===== src/rtl/aicd_pkg.sv =====
// Purpose: shared constants and types of the amplifier control and diagnostic port
// Assumes: two-wire bus pins oversampled by mclk
// Notes:   instruction locations and offset-mode mask used by the port logic
package aicd_pkg;

    ////////////////////////////////////////////////////////////////////////////////
    // addressing
    localparam logic [6:0] AICD_SLAVE_ADDR = 7'h6c;
    localparam logic [6:0] AICD_LOC_IB1    = 7'h00;
    localparam logic [6:0] AICD_LOC_IB2    = 7'h01;
    localparam int         AICD_SUB_MSB    = 7;

    ////////////////////////////////////////////////////////////////////////////////
    // counters
    localparam logic [2:0] AICD_BIT_FIRST  = 3'h0;
    localparam logic [2:0] AICD_BIT_LAST   = 3'h7;
    localparam logic [2:0] AICD_BIT_ONE    = 3'h1;
    localparam logic [2:0] AICD_BIT_NEXT   = 3'h6;
    localparam logic [1:0] AICD_IDX_FIRST  = 2'h0;
    localparam logic [1:0] AICD_IDX_STAT   = 2'h2;
    localparam logic [1:0] AICD_IDX_ONE    = 2'h1;
    localparam logic [6:0] AICD_PTR_ONE    = 7'h01;

    ////////////////////////////////////////////////////////////////////////////////
    // instruction and report bit positions
    localparam int         AICD_STBY_BIT      = 4;
    localparam int         AICD_DIAG_EN_BIT   = 6;
    localparam int         AICD_STAT_STBY_BIT = 7;
    localparam int         AICD_STAT_DIAG_BIT = 6;
    localparam int         AICD_OFFS_BIT      = 2;
    localparam logic [7:0] AICD_OFFS_MASK     = 8'h26;
    localparam logic [7:0] AICD_IB1_RST       = 8'h00;
    localparam logic [7:0] AICD_IB2_RST       = 8'h00;

    ////////////////////////////////////////////////////////////////////////////////
    // types
    typedef enum logic [8:0] {
        ST_IDLE  = 9'h001,
        ST_ADDR  = 9'h002,
        ST_ACK   = 9'h004,
        ST_SUB   = 9'h008,
        ST_WDATA = 9'h010,
        ST_RDATA = 9'h020,
        ST_RACK  = 9'h040,
        ST_RNEXT = 9'h080,
        ST_HOLD  = 9'h100
    } aicd_state_e;

    typedef enum logic [1:0] {
        KIND_ADDR = 2'h0,
        KIND_SUB  = 2'h1,
        KIND_DATA = 2'h2
    } aicd_kind_e;

    typedef struct packed {
        logic [7:0] second_instruction_byte;
        logic [7:0] first_instruction_byte;
    } aicd_ctrl_s;

    typedef struct packed {
        logic [7:0] fault_report_byte_4;
        logic [7:0] fault_report_byte_3;
        logic [7:0] fault_report_byte_2;
        logic [7:0] fault_report_byte_1;
    } aicd_diag_s;

endpackage


===== src/rtl/aicd_sync.sv =====
// Purpose: two-flop synchroniser for asynchronous pin levels
// Assumes: synchronous active-high reset; idle bus level is high
// Notes:   first stage feeds only the second stage
`timescale 1ns/1ps
`default_nettype none
module aicd_sync #(
    parameter int WIDTH = 2
) (
    // clock and reset
    input  wire logic             clk,
    input  wire logic             rst,
    // levels
    input  wire logic [WIDTH-1:0] d,
    output logic      [WIDTH-1:0] q
);
    genvar i;
    generate
        for (i = 0; i < WIDTH; i++)
        begin : g_bit
            logic meta_q;
            logic sync_q;
            always_ff @(posedge clk)
            begin
                if (rst)
                begin
                    meta_q <= 1'b1;
                    sync_q <= 1'b1;
                end
                else
                begin
                    meta_q <= d[i];
                    sync_q <= meta_q;
                end
            end
            assign q[i] = sync_q;
        end
    endgenerate
endmodule
`default_nettype wire


===== src/rtl/aicd_cond.sv =====
// Purpose: clock edges and start/stop conditions of the two-wire bus
// Assumes: inputs already synchronised to clk
// Notes:   outputs are one-cycle pulses
`timescale 1ns/1ps
`default_nettype none
module aicd_cond (
    // clock and reset
    input  wire logic clk,
    input  wire logic rst,
    // synchronised bus lines
    input  wire logic scl,
    input  wire logic sda,
    // events
    output logic      scl_rise,
    output logic      scl_fall,
    output logic      start_det,
    output logic      stop_det
);
    logic scl_p_q;
    logic sda_p_q;

    always_ff @(posedge clk)
    begin
        if (rst)
        begin
            scl_p_q <= 1'b1;
            sda_p_q <= 1'b1;
        end
        else
        begin
            scl_p_q <= scl;
            sda_p_q <= sda;
        end
    end

    assign scl_rise  = scl & ~scl_p_q;
    assign scl_fall  = ~scl & scl_p_q;
    // data moving while the clock stays high marks a condition, not a bit
    assign start_det = scl & scl_p_q & sda_p_q & ~sda;
    assign stop_det  = scl & scl_p_q & ~sda_p_q & sda;
endmodule
`default_nettype wire


===== src/rtl/aicd_port.sv =====
// Purpose: two-wire control and diagnostic port of a four-channel amplifier
// Assumes: mclk far faster than the bus clock; pins arrive asynchronously
// Notes:   open-drain data line: sda_o is always low, sda_oe pulls it
// Functional notes
// - answers slave address 1101100, bit0 read/write
// - sub-address MSB clear: write addressed location only
// - sub-address MSB set selects auto-increment
// - auto-increment stores bytes at N, N+1
// - address bit eight set makes a read
// - read data starts after address acknowledge
// - read returns four report bytes in order
// - stray stop in read: keep line until start
// - power-on write stores both instruction bytes
// - power-off write clears stand-by bit
// - offset detection enabled by first byte pattern
// - offset read result valid only in D2
// - data changes only while clock is low
// - stand-by bit mirrored in third report D7
// - diagnostic enable mirrored in third report D6
// - offset mode: D2 shows per-channel offset found
`timescale 1ns/1ps
`default_nettype none
module aicd_port
    import aicd_pkg::*;
(
    // clock and reset
    input  wire logic       mclk,
    input  wire logic       sys_rst,
    // two-wire bus
    input  wire logic       scl_i,
    input  wire logic       sda_i,
    output logic            sda_o,
    output logic            sda_oe,
    // analog diagnostic side
    input  wire aicd_diag_s diag_raw,
    input  wire logic [3:0] offset_found,
    // instruction bytes
    output aicd_ctrl_s      ctrl
);

    ////////////////////////////////////////////////////////////////////////////////
    // pin sampling and bus events

    logic [1:0] pin_s;
    logic       scl_s;
    logic       sda_s;
    logic       scl_rise;
    logic       scl_fall;
    logic       start_det;
    logic       stop_det;

    aicd_sync #(.WIDTH(2)) u_sync (
        .clk (mclk),
        .rst (sys_rst),
        .d   ({scl_i, sda_i}),
        .q   (pin_s)
    );

    assign scl_s = pin_s[1];
    assign sda_s = pin_s[0];

    aicd_cond u_cond (
        .clk       (mclk),
        .rst       (sys_rst),
        .scl       (scl_s),
        .sda       (sda_s),
        .scl_rise  (scl_rise),
        .scl_fall  (scl_fall),
        .start_det (start_det),
        .stop_det  (stop_det)
    );

    ////////////////////////////////////////////////////////////////////////////////
    // report byte assembly

    function automatic logic [7:0] rd_byte(input logic [1:0] idx, input aicd_diag_s raw,
                                           input aicd_ctrl_s c, input logic [3:0] offs);
        logic [7:0] b;
        unique case (idx)
            2'h0:    b = raw.fault_report_byte_1;
            2'h1:    b = raw.fault_report_byte_2;
            2'h2:    b = raw.fault_report_byte_3;
            default: b = raw.fault_report_byte_4;
        endcase
        if (idx == AICD_IDX_STAT)
        begin
            b[AICD_STAT_STBY_BIT] = c.second_instruction_byte[AICD_STBY_BIT];
            b[AICD_STAT_DIAG_BIT] = c.first_instruction_byte[AICD_DIAG_EN_BIT];
        end
        // other bits pass through untouched; software ignores them in this mode
        if ((c.first_instruction_byte & AICD_OFFS_MASK) == AICD_OFFS_MASK)
        begin
            b[AICD_OFFS_BIT] = offs[idx];
        end
        return b;
    endfunction

    ////////////////////////////////////////////////////////////////////////////////
    // state

    aicd_state_e state_q,   state_d;
    aicd_kind_e  kind_q,    kind_d;
    logic [2:0]  cnt_q,     cnt_d;
    logic [7:0]  sh_q,      sh_d;
    logic        ack_on_q,  ack_on_d;
    logic        rw_q,      rw_d;
    logic        autoinc_q, autoinc_d;
    logic [6:0]  ptr_q,     ptr_d;
    logic [1:0]  idx_q,     idx_d;
    logic        oe_q,      oe_d;
    aicd_ctrl_s  ctrl_q,    ctrl_d;
    logic        sda_o_q;

    logic [7:0]  byte_in;
    logic [7:0]  rd_cur;
    logic [7:0]  rd_first;
    logic        quiet;
    logic        addr_done;
    logic        addr_hit;
    logic        wr_store;

    assign byte_in   = {sh_q[6:0], sda_s};
    assign rd_cur    = rd_byte(idx_q, diag_raw, ctrl_q, offset_found);
    assign rd_first  = rd_byte(AICD_IDX_FIRST, diag_raw, ctrl_q, offset_found);
    assign quiet     = ~start_det & ~stop_det;
    assign addr_done = quiet & (state_q == ST_ADDR) & scl_rise & (cnt_q == AICD_BIT_LAST);
    assign addr_hit  = addr_done & (byte_in[7:1] == AICD_SLAVE_ADDR);
    assign wr_store  = quiet & (state_q == ST_WDATA) & scl_rise & (cnt_q == AICD_BIT_LAST);

    always_comb
    begin
        state_d   = state_q;
        kind_d    = kind_q;
        cnt_d     = cnt_q;
        sh_d      = sh_q;
        ack_on_d  = ack_on_q;
        rw_d      = rw_q;
        autoinc_d = autoinc_q;
        ptr_d     = ptr_q;
        idx_d     = idx_q;
        oe_d      = oe_q;
        ctrl_d    = ctrl_q;
        if (start_det)
        begin
            state_d  = ST_ADDR;
            cnt_d    = AICD_BIT_FIRST;
            ack_on_d = 1'b0;
            oe_d     = 1'b0;
        end
        else if (stop_det)
        begin
            // a read cut short leaves the line held until the next start
            if (state_q == ST_RDATA || state_q == ST_RACK || state_q == ST_RNEXT)
            begin
                state_d = ST_HOLD;
            end
            else if (state_q != ST_HOLD)
            begin
                state_d = ST_IDLE;
                oe_d    = 1'b0;
            end
        end
        else
        begin
            unique case (state_q)
                ST_IDLE, ST_HOLD:
                begin
                end
                ST_ADDR:
                begin
                    if (scl_rise)
                    begin
                        sh_d  = byte_in;
                        cnt_d = cnt_q + AICD_BIT_ONE;
                        if (cnt_q == AICD_BIT_LAST)
                        begin
                            cnt_d  = AICD_BIT_FIRST;
                            rw_d   = byte_in[0];
                            kind_d = KIND_ADDR;
                            // foreign address: stay off the line until the next start
                            state_d = addr_hit ? ST_ACK : ST_IDLE;
                        end
                    end
                end
                ST_ACK:
                begin
                    if (scl_fall)
                    begin
                        if (!ack_on_q)
                        begin
                            oe_d     = 1'b1;
                            ack_on_d = 1'b1;
                        end
                        else
                        begin
                            ack_on_d = 1'b0;
                            cnt_d    = AICD_BIT_FIRST;
                            if (kind_q == KIND_ADDR && rw_q)
                            begin
                                state_d = ST_RDATA;
                                idx_d   = AICD_IDX_FIRST;
                                oe_d    = ~rd_first[7];
                            end
                            else
                            begin
                                oe_d    = 1'b0;
                                state_d = (kind_q == KIND_ADDR) ? ST_SUB : ST_WDATA;
                            end
                        end
                    end
                end
                ST_SUB:
                begin
                    if (scl_rise)
                    begin
                        sh_d  = byte_in;
                        cnt_d = cnt_q + AICD_BIT_ONE;
                        if (cnt_q == AICD_BIT_LAST)
                        begin
                            cnt_d     = AICD_BIT_FIRST;
                            autoinc_d = byte_in[AICD_SUB_MSB];
                            ptr_d     = byte_in[6:0];
                            kind_d    = KIND_SUB;
                            state_d   = ST_ACK;
                        end
                    end
                end
                ST_WDATA:
                begin
                    if (scl_rise)
                    begin
                        sh_d  = byte_in;
                        cnt_d = cnt_q + AICD_BIT_ONE;
                        if (cnt_q == AICD_BIT_LAST)
                        begin
                            cnt_d = AICD_BIT_FIRST;
                            if (ptr_q == AICD_LOC_IB1)
                            begin
                                ctrl_d.first_instruction_byte = byte_in;
                            end
                            else if (ptr_q == AICD_LOC_IB2)
                            begin
                                ctrl_d.second_instruction_byte = byte_in;
                            end
                            if (autoinc_q)
                            begin
                                ptr_d = ptr_q + AICD_PTR_ONE;
                            end
                            kind_d  = KIND_DATA;
                            state_d = ST_ACK;
                        end
                    end
                end
                ST_RDATA:
                begin
                    // drive only on the falling clock so data is stable while high
                    if (scl_fall)
                    begin
                        if (cnt_q == AICD_BIT_LAST)
                        begin
                            oe_d    = 1'b0;
                            cnt_d   = AICD_BIT_FIRST;
                            state_d = ST_RACK;
                        end
                        else
                        begin
                            cnt_d = cnt_q + AICD_BIT_ONE;
                            oe_d  = ~rd_cur[AICD_BIT_NEXT - cnt_q];
                        end
                    end
                end
                ST_RACK:
                begin
                    if (scl_rise)
                    begin
                        if (sda_s)
                        begin
                            state_d = ST_IDLE;
                        end
                        else
                        begin
                            idx_d   = idx_q + AICD_IDX_ONE;
                            state_d = ST_RNEXT;
                        end
                    end
                end
                ST_RNEXT:
                begin
                    if (scl_fall)
                    begin
                        state_d = ST_RDATA;
                        cnt_d   = AICD_BIT_FIRST;
                        oe_d    = ~rd_cur[7];
                    end
                end
                default:
                begin
                    state_d = ST_IDLE;
                    oe_d    = 1'b0;
                end
            endcase
        end
    end

    always_ff @(posedge mclk)
    begin
        if (sys_rst)
        begin
            state_q   <= ST_IDLE;
            kind_q    <= KIND_ADDR;
            cnt_q     <= AICD_BIT_FIRST;
            sh_q      <= 8'h00;
            ack_on_q  <= 1'b0;
            rw_q      <= 1'b0;
            autoinc_q <= 1'b0;
            ptr_q     <= 7'h00;
            idx_q     <= AICD_IDX_FIRST;
            oe_q      <= 1'b0;
            ctrl_q    <= {AICD_IB2_RST, AICD_IB1_RST};
            sda_o_q   <= 1'b0;
        end
        else
        begin
            state_q   <= state_d;
            kind_q    <= kind_d;
            cnt_q     <= cnt_d;
            sh_q      <= sh_d;
            ack_on_q  <= ack_on_d;
            rw_q      <= rw_d;
            autoinc_q <= autoinc_d;
            ptr_q     <= ptr_d;
            idx_q     <= idx_d;
            oe_q      <= oe_d;
            ctrl_q    <= ctrl_d;
            sda_o_q   <= 1'b0;
        end
    end

    assign sda_o  = sda_o_q;
    assign sda_oe = oe_q;
    assign ctrl   = ctrl_q;
endmodule
`default_nettype wire


===== config.mk =====
export PLATFORM = sky130hd
export DESIGN_NAME = aicd_port
export DESIGN_NICKNAME = d
export VERILOG_FILES = /design/src/rtl/aicd_pkg.sv /design/src/rtl/aicd_sync.sv /design/src/rtl/aicd_cond.sv /design/src/rtl/aicd_port.sv
export SDC_FILE = /design/constraint.sdc
export NUM_CORES = 1
export LEC_CHECK = 0
export ABC_CLOCK_PERIOD_IN_PS = 2960
export BUFFER_PORTS_ARGS = -buffer_cell sky130_fd_sc_hd__buf_2
export CAP_MARGIN = 10
export CORE_AREA = 5 5 63 122
export DETAILED_ROUTE_END_ITERATION = 16
export DIE_AREA = 0 0 68 127
export PLACE_DENSITY_LB_ADDON = 0.25
export SETUP_SLACK_MARGIN = 0.02
export SLEW_MARGIN = 20
export SYNTH_ARGS = -nofsm -noshare
export SYNTH_HDL_FRONTEND = slang
export SYNTH_SLANG_ARGS = --single-unit

===== constraint.sdc =====
create_clock -name mclk -period 2.96 [get_ports mclk]
set_clock_uncertainty 0.15 [all_clocks]
set_input_delay 0.444 -clock mclk [delete_from_list [all_inputs] [get_ports mclk]]
set_output_delay 0.444 -clock mclk [all_outputs]
set_load 0.05 [all_outputs]

==> flow_summary.ini <==
[critical_path]
r2r_cells = 7
crit_family = simple AND/OR/NAND/NOR gates
r2r_end = idx_q[0]
crit_cells = 7
arrival_ns = 2.73
crit_buf_inv = 0
critPathSlowestCell = or4_4
critPathMaxStageDelay_ns = 0.62
cp-end-kind = register
r2r_setup_slack_ns = 0.27
reg2reg_from = state_q[0]
critPathKind = register to register
worst-path-max-fanout = 9
cp-endpoint = idx_q[0]
critPathRequiredTime_ns = 2.99
worstSetupStartpointType = register
crit_chain = or4_4, nor3_4, nand3b_2, o22a_1, a31oi_4, o31a_2, mux2_1
cp-startpoint = state_q[0]

[status]
status = complete, no violations

[route]
dr.pass1.iters = 5
via_per_inst = 5.72
avgRoutedWirePerCell_um = 16.5
routed_wl_um = 8660
drtAntennaViolNets = 0
drc_errors = 0
first_iter_violations = 189
vias = 3009

[timing]
fin_crit_sh = 0.910
layout_min_cycle_time_ns = 2.69
slew_headroom = 0.602
fin_setup_tns_ns = 0
finalHoldViolations = 0
clock.fmax_ghz = 0.371
worst_pin_slew_ns = 0.592
grt_setup_unrepaired = no
report.final.slew_viol_count = 0
setup_viol = 0

[final_layout]
finalNetCount = 487
final_cell_mix = dfxtp_1 (56), buf_2 (54), nor2_1 (42), nand2_1 (38), a21oi_1 (36)
final_common_cell = dfxtp_1
area_growth_pct = 15.6
drive_above_1_share = 0.224
finish.utilization = 0.568
nFillCells = 633
regArea_mm2 = 0.00112
antenna_cells = 0
multi_input_area_mm2 = 0.00195

[synthesis]
yosys-top-cells-area = dfxtp_1 (35%), mux2i_1 (5.9%), a21oi_1 (5.6%)
ys_ff_latch = 56
synthesis.nets = 438
syn-mean-instance-area_um2 = 8.32
synth_top_area_frac = 0.347
syn_inst = 388
synth_area_leader_cell = dfxtp_1
synthArstFlopShare = 0
ys.flop_type = dfxtp_1
synth_edf_count = 0
netlist-cell-type-count = 74
yosys_warnings = 0
synthesis.area_mm2 = 0.00323
synth-seq-area-share = 0.347

[die]
initial_utilization = 0.491
die_area_mm2 = 0.00864
die_x_um = 68
core_area_mm2 = 0.00657
pin_count = 58
die_y_um = 127
rows = 42

[clocking]
cts_max_path_buffers = 2
clock_latency_ns = 0.29
post-cts-setup-buffer-count = 0
cts_made_buffers = 5
cts_max_level = 2
cts_num_sinks = 56
cts_resized = 0
cts_tree = yes
root_buffer = clkbuf_16
clkTransAtPathRegs_ns = 0.07
cts_hold_buf = 0

[hold_path]
hold_class = input port to register

[power]
vdd_ir_drop_max_v = 0.000502
leakage_uw = 0.00152
pwr_density_cell_mw_per_mm2 = 407

[global_route]
grtUsageTotal = 0.209
grt_pass1_vias = 2978
grt_max_degree = 27
grt_pass1_wl_um = 14000
grt-ovfl-total = 0
grt_antenna_before_repair = 0

[run]
timing.max_cap.violations = 0

[place]
detailed_place_hpwl_um = 6720
gp_congestion = 0.961
io_buffers = 54
[worst min-delay path by stage]
stage                             endpoint                    from  cells past startpoint
finish              u_sync.g_bit[0].meta_q                   sda_i                      2
floorplan           u_sync.g_bit[0].sync_q  u_sync.g_bit[0].meta_q                      1
detailed placement  u_sync.g_bit[0].sync_q  u_sync.g_bit[0].meta_q                      1
global placement    u_sync.g_bit[0].sync_q  u_sync.g_bit[0].meta_q                      1
CTS                 u_sync.g_bit[0].meta_q                   sda_i                      2
global route        u_sync.g_bit[1].meta_q                   scl_i                      2
[metal layers]
layer / global-route usage / wire [µm] / vias to the layer above
met5: 0 / 0 / -
met4: 0.111 / 369 / 0
met3: 0.0351 / 238 / 28
met2: 0.382 / 4900 / 73
met1: 0.213 / 3150 / 1404
li1: - / - / 1504
[cells by family after synthesis]
| logic type | count (synthesis) | synth area share |
|---|---|---|
| AND/OR/NAND/NOR | 160 | 0.261 |
| AO/OA/AOI/OAI | 99 | 0.206 |
| flip-flops | 56 | 0.347 |
| buffers and inverters | 33 | 0.0496 |
| multiplexers | 23 | 0.0798 |
| adder cells (fa/ha/maj) | 10 | 0.0388 |
| XOR/XNOR | 6 | 0.0163 |
| other | 1 | 0.00116 |
[metrics by stage]
step	hold WS (ns)	total power [µW]	instances	setup WS, ns	cell area [µm²]
floorplan	0.239	878	388	0.458	3230
global placement	0.244	929	518	0.309	3580
detailed placement	0.248	931	518	0.285	3580
CTS	0.178	1540	526	0.275	3730
global route	0.190	1580	526	0.112	3730
finish	0.181	1520	526	0.266	3730
[synthesized netlist by cell type (all sizes together) (3+ instances only)]
library cell	instances
and3	4
a31oi	3
inv	6
nand2b	4
clkbuf	13
nor2	42
xor2	5
ha	10
nand2	38
dfxtp	56
a21oi	38
a221oi	3
nand3	8
o31ai	3
or4	3
or3	5
buf	13
a222oi	5
nor4	4
nand4	3
nor3b	7
mux2i	19
o21ai	19
nand4b	3
nand3b	4
o2111ai	3
nor2b	9
nor3	9
or2	9
and2	3
[state kept, by name, indices dropped and copies added, names as in the netlist]
| signal | flops |
|---|---|
| ack_on_q | 1 |
| autoinc_q | 1 |
| cnt_q | 3 |
| ctrl | 16 |
| idx_q | 2 |
| kind_q | 2 |
| ptr_q | 7 |
| rw_q | 1 |
| sda_oe | 1 |
| sh_q | 7 |
| state_q | 9 |
| u_cond.scl_p_q | 1 |
| u_cond.sda_p_q | 1 |
| u_sync.g_bit.meta_q | 2 |
| u_sync.g_bit.sync_q | 2 |
[report_power, final]
| part | leakage, µW | switching, µW | internal [µW] |
|---|---|---|---|
| Clock | 0.0000748 | 284 | 322 |
| Sequential | 0.000452 | 9.80 | 759 |
| Combinational | 0.000991 | 79.4 | 66.2 |
| Total | 0.00152 | 373 | 1150 |
[cell type report]
type | instances | share of cell area
Inverter | 7 | 0.00704
Timing Repair Buffer | 68 | 0.101
Sequential cell | 56 | 0.300
Multi-Input combinational cell | 299 | 0.522
Clock inverter | 3 | 0.00704
Clock buffer | 5 | 0.0335
Tap cell | 88 | 0.0295
Power figures use the tool's default switching activity.
